<file path="src/rtl/nibble_table_pkg.sv">
package nibble_table_pkg;
  localparam int          INSN_W          = 16;
  localparam int          DATA_W          = 8;
  localparam int          PTR_W           = 16;
  localparam int          FADDR_W         = 8;
  // Opcode patterns, compared on the bits above the operand fields
  localparam logic [6:0]  SWAP_OPC        = 7'h0e;  // 0001 110d
  localparam int          SWAP_OPC_LSB    = 9;
  localparam int          SWAP_DEST_BIT   = 8;
  localparam logic [5:0]  TRD_OPC         = 6'h2a;  // 1010 10ti
  localparam int          TRD_OPC_LSB     = 10;
  localparam int          TRD_HIGH_BIT    = 9;
  localparam int          TRD_INC_BIT     = 8;
  localparam logic [7:0]  PROG_CNT_LOW_ADDR = 8'h02;
  localparam logic [15:0] LATCH_RST       = 16'h0000;
  localparam logic [15:0] PTR_RST         = 16'h0000;
  localparam logic [15:0] PTR_STEP        = 16'h0001;
endpackage

</file>
<file path="src/rtl/nibble_swap_table_read_exec.sv">
// Operation
// - Nibble exchange swaps source byte halves; decoded from 0001 110d ffff ffff.
// - Nibble exchange dest bit 0 writes working register, 1 writes file register.
// - Table read copies latch high byte if select 1, else low byte, to file.
// - Then the whole program word at the pointer reloads the 16-bit latch.
// - Sixteen-bit lookup pointer addresses program memory for the table read fetch.
// - Increment bit 1 bumps pointer after access; 0 leaves it unchanged.
// - Table read lasts two cycles, three when destination is program counter low.
`timescale 1ns/1ns
`default_nettype none
module nibble_swap_table_read_exec
  import nibble_table_pkg::*;
(
  input  wire logic                            sys_clk,
  input  wire logic                            rst_n,
  input  wire logic                            insn_valid,
  input  wire logic [nibble_table_pkg::INSN_W-1:0] insn,
  input  wire logic [nibble_table_pkg::DATA_W-1:0] file_rdata,
  input  wire logic [nibble_table_pkg::INSN_W-1:0] pmem_rdata,
  output var  logic                            busy,
  output var  logic                            working_register_we,
  output var  logic [nibble_table_pkg::DATA_W-1:0] working_register,
  output var  logic                            file_we,
  output var  logic [nibble_table_pkg::FADDR_W-1:0] file_waddr,
  output var  logic [nibble_table_pkg::DATA_W-1:0] file_wdata,
  output var  logic [nibble_table_pkg::PTR_W-1:0]  pmem_addr,
  output var  logic                            pmem_oe_n,
  output var  logic [nibble_table_pkg::INSN_W-1:0] lookup_word_latch,
  output var  logic [nibble_table_pkg::PTR_W-1:0]  lookup_pointer
);
  import nibble_table_pkg::*;

  // ==========================================================
  // State
  typedef enum logic [2:0] {
    ST_IDLE  = 3'b001,
    ST_FETCH = 3'b010,
    ST_FLUSH = 3'b100
  } exec_state_e;

  exec_state_e        state_r;
  logic               inc_r;
  logic               to_pc_low_r;
  logic               busy_r;
  logic               working_we_r;
  logic [DATA_W-1:0]  working_r;
  logic               file_we_r;
  logic [FADDR_W-1:0] file_waddr_r;
  logic [DATA_W-1:0]  file_wdata_r;
  logic [PTR_W-1:0]   pmem_addr_r;
  logic               pmem_oe_n_r;
  logic [INSN_W-1:0]  latch_r;
  logic [PTR_W-1:0]   pointer_r;
  logic               idle;
  logic               is_swap;
  logic               is_trd;
  logic [DATA_W-1:0]  swapped;
  logic [DATA_W-1:0]  latch_sel;

  // ==========================================================
  // Helpers
  // Exchanges the upper and lower halves of a byte
  function automatic logic [DATA_W-1:0] swap_nib(input logic [DATA_W-1:0] v);
    swap_nib = {v[DATA_W/2-1:0], v[DATA_W-1:DATA_W/2]};
  endfunction

  function automatic logic is_swap_word(input logic [INSN_W-1:0] w);
    is_swap_word = (w[INSN_W-1:SWAP_OPC_LSB] == SWAP_OPC);
  endfunction

  function automatic logic is_trd_word(input logic [INSN_W-1:0] w);
    is_trd_word = (w[INSN_W-1:TRD_OPC_LSB] == TRD_OPC);
  endfunction

  function automatic logic hits_pc_low(input logic [INSN_W-1:0] w);
    hits_pc_low = (w[FADDR_W-1:0] == PROG_CNT_LOW_ADDR);
  endfunction

  function automatic logic [DATA_W-1:0] pick_byte(input logic [INSN_W-1:0] word,
                                                  input logic              high);
    if (high) begin
      pick_byte = word[INSN_W-1:DATA_W];
    end else begin
      pick_byte = word[DATA_W-1:0];
    end
  endfunction

  // ==========================================================
  // Decode
  // Words offered while a table read is in flight are dropped
  assign idle      = (state_r == ST_IDLE);
  assign is_swap   = insn_valid && idle && is_swap_word(insn);
  assign is_trd    = insn_valid && idle && is_trd_word(insn);
  assign swapped   = swap_nib(file_rdata);
  assign latch_sel = pick_byte(latch_r, insn[TRD_HIGH_BIT]);

  // ==========================================================
  // Sequencer
  always_ff @(posedge sys_clk) begin
    if (!rst_n) begin
      state_r     <= ST_IDLE;
      inc_r       <= 1'b0;
      to_pc_low_r <= 1'b0;
    end else begin
      case (state_r)
        ST_IDLE: begin
          if (is_trd) begin
            state_r     <= ST_FETCH;
            inc_r       <= insn[TRD_INC_BIT];
            to_pc_low_r <= hits_pc_low(insn);
          end
        end
        ST_FETCH: begin
          // A write to the program counter low byte costs one flush cycle
          if (to_pc_low_r) begin
            state_r <= ST_FLUSH;
          end else begin
            state_r <= ST_IDLE;
          end
        end
        ST_FLUSH: begin
          state_r <= ST_IDLE;
        end
        default: begin
          state_r <= ST_IDLE;
        end
      endcase
    end
  end

  // Busy covers every cycle after the decode cycle of a table read
  always_ff @(posedge sys_clk) begin
    if (!rst_n) begin
      busy_r <= 1'b0;
    end else if (is_trd) begin
      busy_r <= 1'b1;
    end else if (state_r == ST_FETCH) begin
      busy_r <= to_pc_low_r;
    end else begin
      busy_r <= 1'b0;
    end
  end

  // ==========================================================
  // Working register
  always_ff @(posedge sys_clk) begin
    if (!rst_n) begin
      working_we_r <= 1'b0;
    end else begin
      working_we_r <= is_swap && !insn[SWAP_DEST_BIT];
    end
  end

  always_ff @(posedge sys_clk) begin
    if (!rst_n) begin
      working_r <= '0;
    end else if (is_swap && !insn[SWAP_DEST_BIT]) begin
      working_r <= swapped;
    end
  end

  // ==========================================================
  // File register write
  // A table read writes the latch byte held before its own reload
  always_ff @(posedge sys_clk) begin
    if (!rst_n) begin
      file_we_r <= 1'b0;
    end else begin
      file_we_r <= (is_swap && insn[SWAP_DEST_BIT]) || is_trd;
    end
  end

  always_ff @(posedge sys_clk) begin
    if (!rst_n) begin
      file_waddr_r <= '0;
    end else if (is_swap || is_trd) begin
      file_waddr_r <= insn[FADDR_W-1:0];
    end
  end

  always_ff @(posedge sys_clk) begin
    if (!rst_n) begin
      file_wdata_r <= '0;
    end else if (is_swap && insn[SWAP_DEST_BIT]) begin
      file_wdata_r <= swapped;
    end else if (is_trd) begin
      file_wdata_r <= latch_sel;
    end
  end

  // ==========================================================
  // Program memory fetch
  always_ff @(posedge sys_clk) begin
    if (!rst_n) begin
      pmem_oe_n_r <= 1'b1;
    end else begin
      pmem_oe_n_r <= !is_trd;
    end
  end

  always_ff @(posedge sys_clk) begin
    if (!rst_n) begin
      pmem_addr_r <= '0;
    end else if (is_trd) begin
      pmem_addr_r <= pointer_r;
    end
  end

  // Latch takes the word at the end of the strobe cycle
  always_ff @(posedge sys_clk) begin
    if (!rst_n) begin
      latch_r <= LATCH_RST;
    end else if (state_r == ST_FETCH) begin
      latch_r <= pmem_rdata;
    end
  end

  always_ff @(posedge sys_clk) begin
    if (!rst_n) begin
      pointer_r <= PTR_RST;
    end else if (state_r == ST_FETCH && inc_r) begin
      pointer_r <= pointer_r + PTR_STEP;
    end
  end

  // ==========================================================
  // Outputs
  assign busy                = busy_r;
  assign working_register_we = working_we_r;
  assign working_register    = working_r;
  assign file_we             = file_we_r;
  assign file_waddr          = file_waddr_r;
  assign file_wdata          = file_wdata_r;
  assign pmem_addr           = pmem_addr_r;
  assign pmem_oe_n           = pmem_oe_n_r;
  assign lookup_word_latch   = latch_r;
  assign lookup_pointer      = pointer_r;
endmodule
`default_nettype wire

</file>
<file path="config.mk">
export PLATFORM = sky130hd
export DESIGN_NAME = nibble_swap_table_read_exec
export DESIGN_NICKNAME = d
export VERILOG_FILES = /design/src/rtl/nibble_table_pkg.sv /design/src/rtl/nibble_swap_table_read_exec.sv
export SDC_FILE = /design/constraint.sdc
export NUM_CORES = 1
export LEC_CHECK = 0
export BUFFER_PORTS_ARGS = -buffer_cell sky130_fd_sc_hd__buf_2
export CORE_UTILIZATION = 53
export CTS_CLUSTER_SIZE = 16
export DETAILED_ROUTE_END_ITERATION = 16
export PLACE_DENSITY = 0.91
export RECOVER_POWER = 25
export SLEW_MARGIN = 5
export SYNTH_ARGS = -nofsm -noshare
export SYNTH_HDL_FRONTEND = slang
export SYNTH_SLANG_ARGS = --single-unit
</file>
<file path="constraint.sdc">
create_clock -name sys_clk -period 3.3 [get_ports sys_clk]
set_input_delay 0.66 -clock sys_clk [delete_from_list [all_inputs] [get_ports sys_clk]]
set_output_delay 0.66 -clock sys_clk [all_outputs]
set_load 0.05 [all_outputs]
</file>
# Word-level counts from Yosys, hierarchy flattened
# Cells that the tools add are included.
[totals]
output_inout_bits = 76
wordCells = 40
regBits = 81
input_bits = 43
[classes]
n_eq_ne = 6
muxes = 8
reduce_logical = 12
n_addsub = 1
[op_table]
columns = ["operator", "n"]
rows = [
  ["$mux 8", 3],
  ["$add 16x1->16 const B", 1],
  ["$eq 8x2->1 const B", 1],
  ["$eq 7x4->1 const B", 1],
  ["$eq 6x6->1 const B", 1],
  ["$logic_and 1x1->1", 6],
  ["$mux 3", 2],
  ["$pmux 3 s2", 1],
  ["$eq 3x1->1 const B", 1],
  ["$eq 3x2->1 const B", 1],
  ["$logic_not 1->1", 2],
  ["$logic_or 1x1->1", 2],
  ["$mux 1", 2],
  ["$ne 2x1->1 const B", 1],
  ["$reduce_and 2->1", 1],
  ["$reduce_bool 2->1", 1],
]

# Depth between registers and ports, before layout
[logic_depth]
depth_word = 5
depth_mapped = 6
ltp_nobuf = 5

# Worst setup path before layout
# OpenSTA, ideal clock, no wires.
[synth_timing]
path_kind = "in2reg"
start = "in insn[9] (netlist name)"
end = "reg file_wdata_r[0], in the netlist file_wdata[0]"
arrival_time_ns = 1.761
slack_ns = 1.423
setup_ns = 0.116
path_stages = 6
required_ns = 3.184
path_buffers = 2
path_cell_list = "buf_6 and3b_1 nand4_2 and2_4 buf_6 a31o_2"
[synth_via]
elab_chain_cells = 4
word_cells_on_any_way = 7
classes_between = "1 x eq/ne; 3 x mux; 3 x reduce/logical"
[synth_rtl]
columns = ["element", "line_no", "rtl"]
rows = [
  ["from (decl)", "nibble_swap_table_read_exec.sv:17", "input wire logic [nibble_table_pkg::INSN_W-1:0] insn,"],
  ["$eq 7x4->1", "nibble_swap_table_read_exec.sv:68", "is_swap_word = (w[INSN_W-1:SWAP_OPC_LSB] == SWAP_OPC);"],
  ["$logic_and 1x1->1", "nibble_swap_table_read_exec.sv:92", "assign is_swap = insn_valid && idle && is_swap_word(insn);"],
  ["$logic_and 1x1->1", "nibble_swap_table_read_exec.sv:184", "end else if (is_swap && insn[SWAP_DEST_BIT]) begin"],
  ["$mux 8 or $reduce_bool 2->1 (tied branches)", "--", ""],
  ["to (signal assigned)", "nibble_swap_table_read_exec.sv:185", "file_wdata_r <= swapped;"],
  ["to (signal assigned)", "nibble_swap_table_read_exec.sv:187", "file_wdata_r <= latch_sel;"],
  ["to (decl)", "nibble_swap_table_read_exec.sv:49", "logic [DATA_W-1:0] file_wdata_r;"],
]
# Several ways; a longest one is shown, not always the timed one. The select of a mux whose other input is x is not followed.
# A chain may end at the register's enable or synchronous reset.

==> summary.md <==
| Metric | Value |
|---|---|
| Ys Warns | 0 |
| Worst hold path startpoint | to_pc_low_r |
| Critical R2R Capture | file_wdata[4] |
| CP required | ~3.6 ns |
| H-tree depth | 3 |
| Slew @ Worst Pin | 0.9614 ns |
| Synth cell types | about 40 |
| Minimum hold slack | 0.4556 ns |
| Worst setup path class | primary input to flop |
| Setup Skew | ~0.0085 ns |
| Vias post-DR | approximately 3.1k |
| Clk sinks | 81 |
| Post-DR vias/cell | about 5.5 |
| Placed wire-length estimate | 5810 um |
| Net count after synthesis | 410 |
| Vias in the first global route | ~2.7k |
| Register bit count reported by yosys | 81 |
| Fraction of layout cells with a size suffix above 1 | 0.2422 |
| VDD IR max | 0.0002538 V |
| CTS Hold Bufs | 0 |
| Crit path max fanout | 60 |
| Pwr/cell area | 466.0 nW/um^2 |
| Iter 0 DRT Violations | between 150 and 200 |
| Worst setup margin | 1.199 ns |
| Final slew viol count | 0 |
| Pre-CTS WS | around 0.89 ns |
| Worst R2R Start | state_r[1] |
| Fmax | 475.9 MHz |
| IO Pins | around 120 |
| Critical Path Sink Type | flop |
| CTS tree | built |
| Hold Vio Cnt, Final | 0 |
| Mapped Cells | 366 |
| Slew HR | 0.3581 |
| Worst Hold Class | flop to flop |
| Worst reg-to-reg path cell count | 4 |
| Status | finished clean |
| Die Wd | 80.38 um |
| Clk Latency, worst-skew pair | approximately 0.36 ns |
| First-pass GRT wire length | 12630 um |
| Reg-to-reg setup timing slack | 1.38 ns |
| Max Cap Viol | 0 |
| Die area | 6460 um^2 |
| Reg clk slew, reported paths | 0.08 ns |
| Fin nets | roughly 520 |
| GPL Wtd Cong | 0.8227 |
| Syn Area/Cell | 8.895 um^2 |
| Initial antenna violation count | 0 |
| Root buffer cell | clkbuf_8 |
| Largest net degree at the start of global routing | 61 |
| Core area | 5921 um^2 |
| DRC | 0 |
| DRT Pass-1 Iters | 5 |
| Die height | 80.38 um |
| Setup bufs post-CTS | 0 |
| Critical path launch point type | primary input |
| Hold depth | 2 |
| Unrepaired setup endpoints after global routing | false |
| Fin crit period | 2.101 ns |
| Site Rows | 28 |
| Final setup violation count | 0 |
| Clk buf depth | 2 |
| Fill cells | 507 |
| Sequential area share after synthesis | 0.4981 |
| WHS Endpoint | to_pc_low_r |
| Routed WL | 8268 um |
| CTS resizes | 0 |
| Period utilisation layout | 0.6368 |
| Arrival time worst endpoint | 2.41 ns |
| Remaining antenna violation count after routing | 0 |
| Global Route Usage Sum | 0.2611 |
| LEAKAGE | between 1.5 and 2 nW |
| Synth Cell Area | 3256 um^2 |
| P&R area growth vs syn | 23.52% |
| Num CTS Buffers | 9 |
| Initial Util | 0.5499 |
| WL/cell | 14.92 um |
| # port buffers | 118 |
| Setup TNS | 0 ns |
| GRT overflow | 0 |
| Ant diodes | 0 |
[cells by family after synthesis]
logic type,after synthesis,share of synthesized area
muxes,25,0.07686
DFF,81,0.4981
adders and majority gates,1,0.003843
and+or+nand+nor,160,0.2410
xor gates and xnor gates,7,0.01883
AOI/OAI and AO/OA,67,0.1257
buffers and inverters,25,0.03574
[cells in the final DEF (no fill, tap or decap), types with 2 or more instances in the layout]
master,count
nand2_1,105
dfxtp_1,81
buf_2,80
a21oi_1,42
clkbuf_1,39
mux2i_1,25
nor2_1,13
clkbuf_8,11
o32ai_1,8
o21ai_0,7
or3_1,7
nand3_1,7
a31o_2,7
xor2_1,5
and3_1,3
nand4_2,3
inv_1,3
and4bb_2,2
and4_1,2
nand4_1,2
xnor2_1,2
nor4_1,2
clkinvlp_4,2
bufinv_16,2
[area by class of cell]
| cell class | count | area (um^2) | share of cell area |
|---|---|---|---|
| clock inverters | 4 | 75.07 | 0.01867 |
| multi-input cells | 260 | 1518 | 0.3774 |
| well taps | 75 | 93.84 | 0.02334 |
| flip-flops and latches | 81 | 1622 | 0.4032 |
| clock buffers | 12 | 155.1 | 0.03858 |
| inverters | 4 | 15.01 | 0.003734 |
| repair buffers | 118 | 543.0 | 0.1350 |
[registers in the layout, indices dropped and copies added, names as in the netlist]
name and cells:
working_register_we 1, pmem_addr 16, busy 1, file_wdata 8, to_pc_low_r 1, file_waddr 8
lookup_pointer 16, lookup_word_latch 16, file_we 1, working_register 8, pmem_oe_n 1, inc_r 1
state_r 3
[stage by stage]
step           total power [mW]  instances  utilization  instance area [um^2]
6_report                  1.874        554       0.6792                  4021
5_1_grt                   1.925        554       0.6792                  4021
4_1_cts                   1.883        554       0.6872                  4069
3_5_place_dp              1.076        538       0.6484                  3839
3_3_place_gp              1.073        538       0.6484                  3839
2_1_floorplan             1.042        366            -                  3256
[worst max-delay path: stages]
cell	delay [ns]
buf_2	0.55
inv_2	0.58
o32ai_1	0.45
a31o_2	0.15
[layer usage]
metal	routed length, um	vias up	share of wire	global-route usage
met2	3970	126	0.48	0.4297
li1	-	1475	-	-
met3	555	22	0.067	0.06932
met5	0	-	0	0
met1	3466	1427	0.42	0.3098
met4	275	0	0.033	0.1357
[worst max-delay path by stage]
stage,startpoint,endpoint
floorplan,insn[9],file_wdata[0]
global placement,rst_n,file_wdata[4]
detailed placement,rst_n,file_wdata[1]
CTS,rst_n,file_wdata[1]
global route,rst_n,file_wdata[1]
finish,rst_n,file_wdata[1]
[synthesized netlist by cell type]
cell,n,area share
and2_1,2,0.0038
clkbuf_1,12,0.014
nand2_1,105,0.12
buf_4,1,0.0023
inv_1,4,0.0046
and3_1,3,0.0058
and2_4,1,0.0027
buf_1,3,0.0035
and2b_1,1,0.0023
a31o_1,1,0.0027
a21oi_1,42,0.065
nand3_2,1,0.0031
nand2_2,1,0.0019
nand4_1,2,0.0038
or3_1,7,0.013
and4bb_1,1,0.0038
a31o_2,7,0.019
mux2i_1,25,0.077
nand4_2,3,0.012
buf_2,3,0.0046
and4bb_2,2,0.0077
nor2_1,13,0.015
xor2_1,5,0.013
dfxtp_1,81,0.50
nand4_4,1,0.0065
or2_2,1,0.0019
and3b_1,1,0.0027
xnor2_1,2,0.0054
o21ai_0,7,0.011
o31ai_1,1,0.0023
nor3_4,1,0.0050
buf_6,2,0.0069
a21oi_4,1,0.0050
nand3_1,7,0.011
ha_1,1,0.0038
nor4_1,2,0.0038
or4_1,1,0.0023
nor3b_2,1,0.0038
nor4b_1,1,0.0027
o32ai_1,8,0.022
and4_1,2,0.0054
[report_power, final]
part / total [mW] / leakage, nW / internal (mW) / switching [mW]
clock: 0.821 / 0.109 / 0.467 / 0.353
combinational: 0.0753 / 0.862 / 0.0279 / 0.0475
sequential: 0.978 / 0.652 / 0.977 / 0.000600
(Power assumes the default switching activity.)
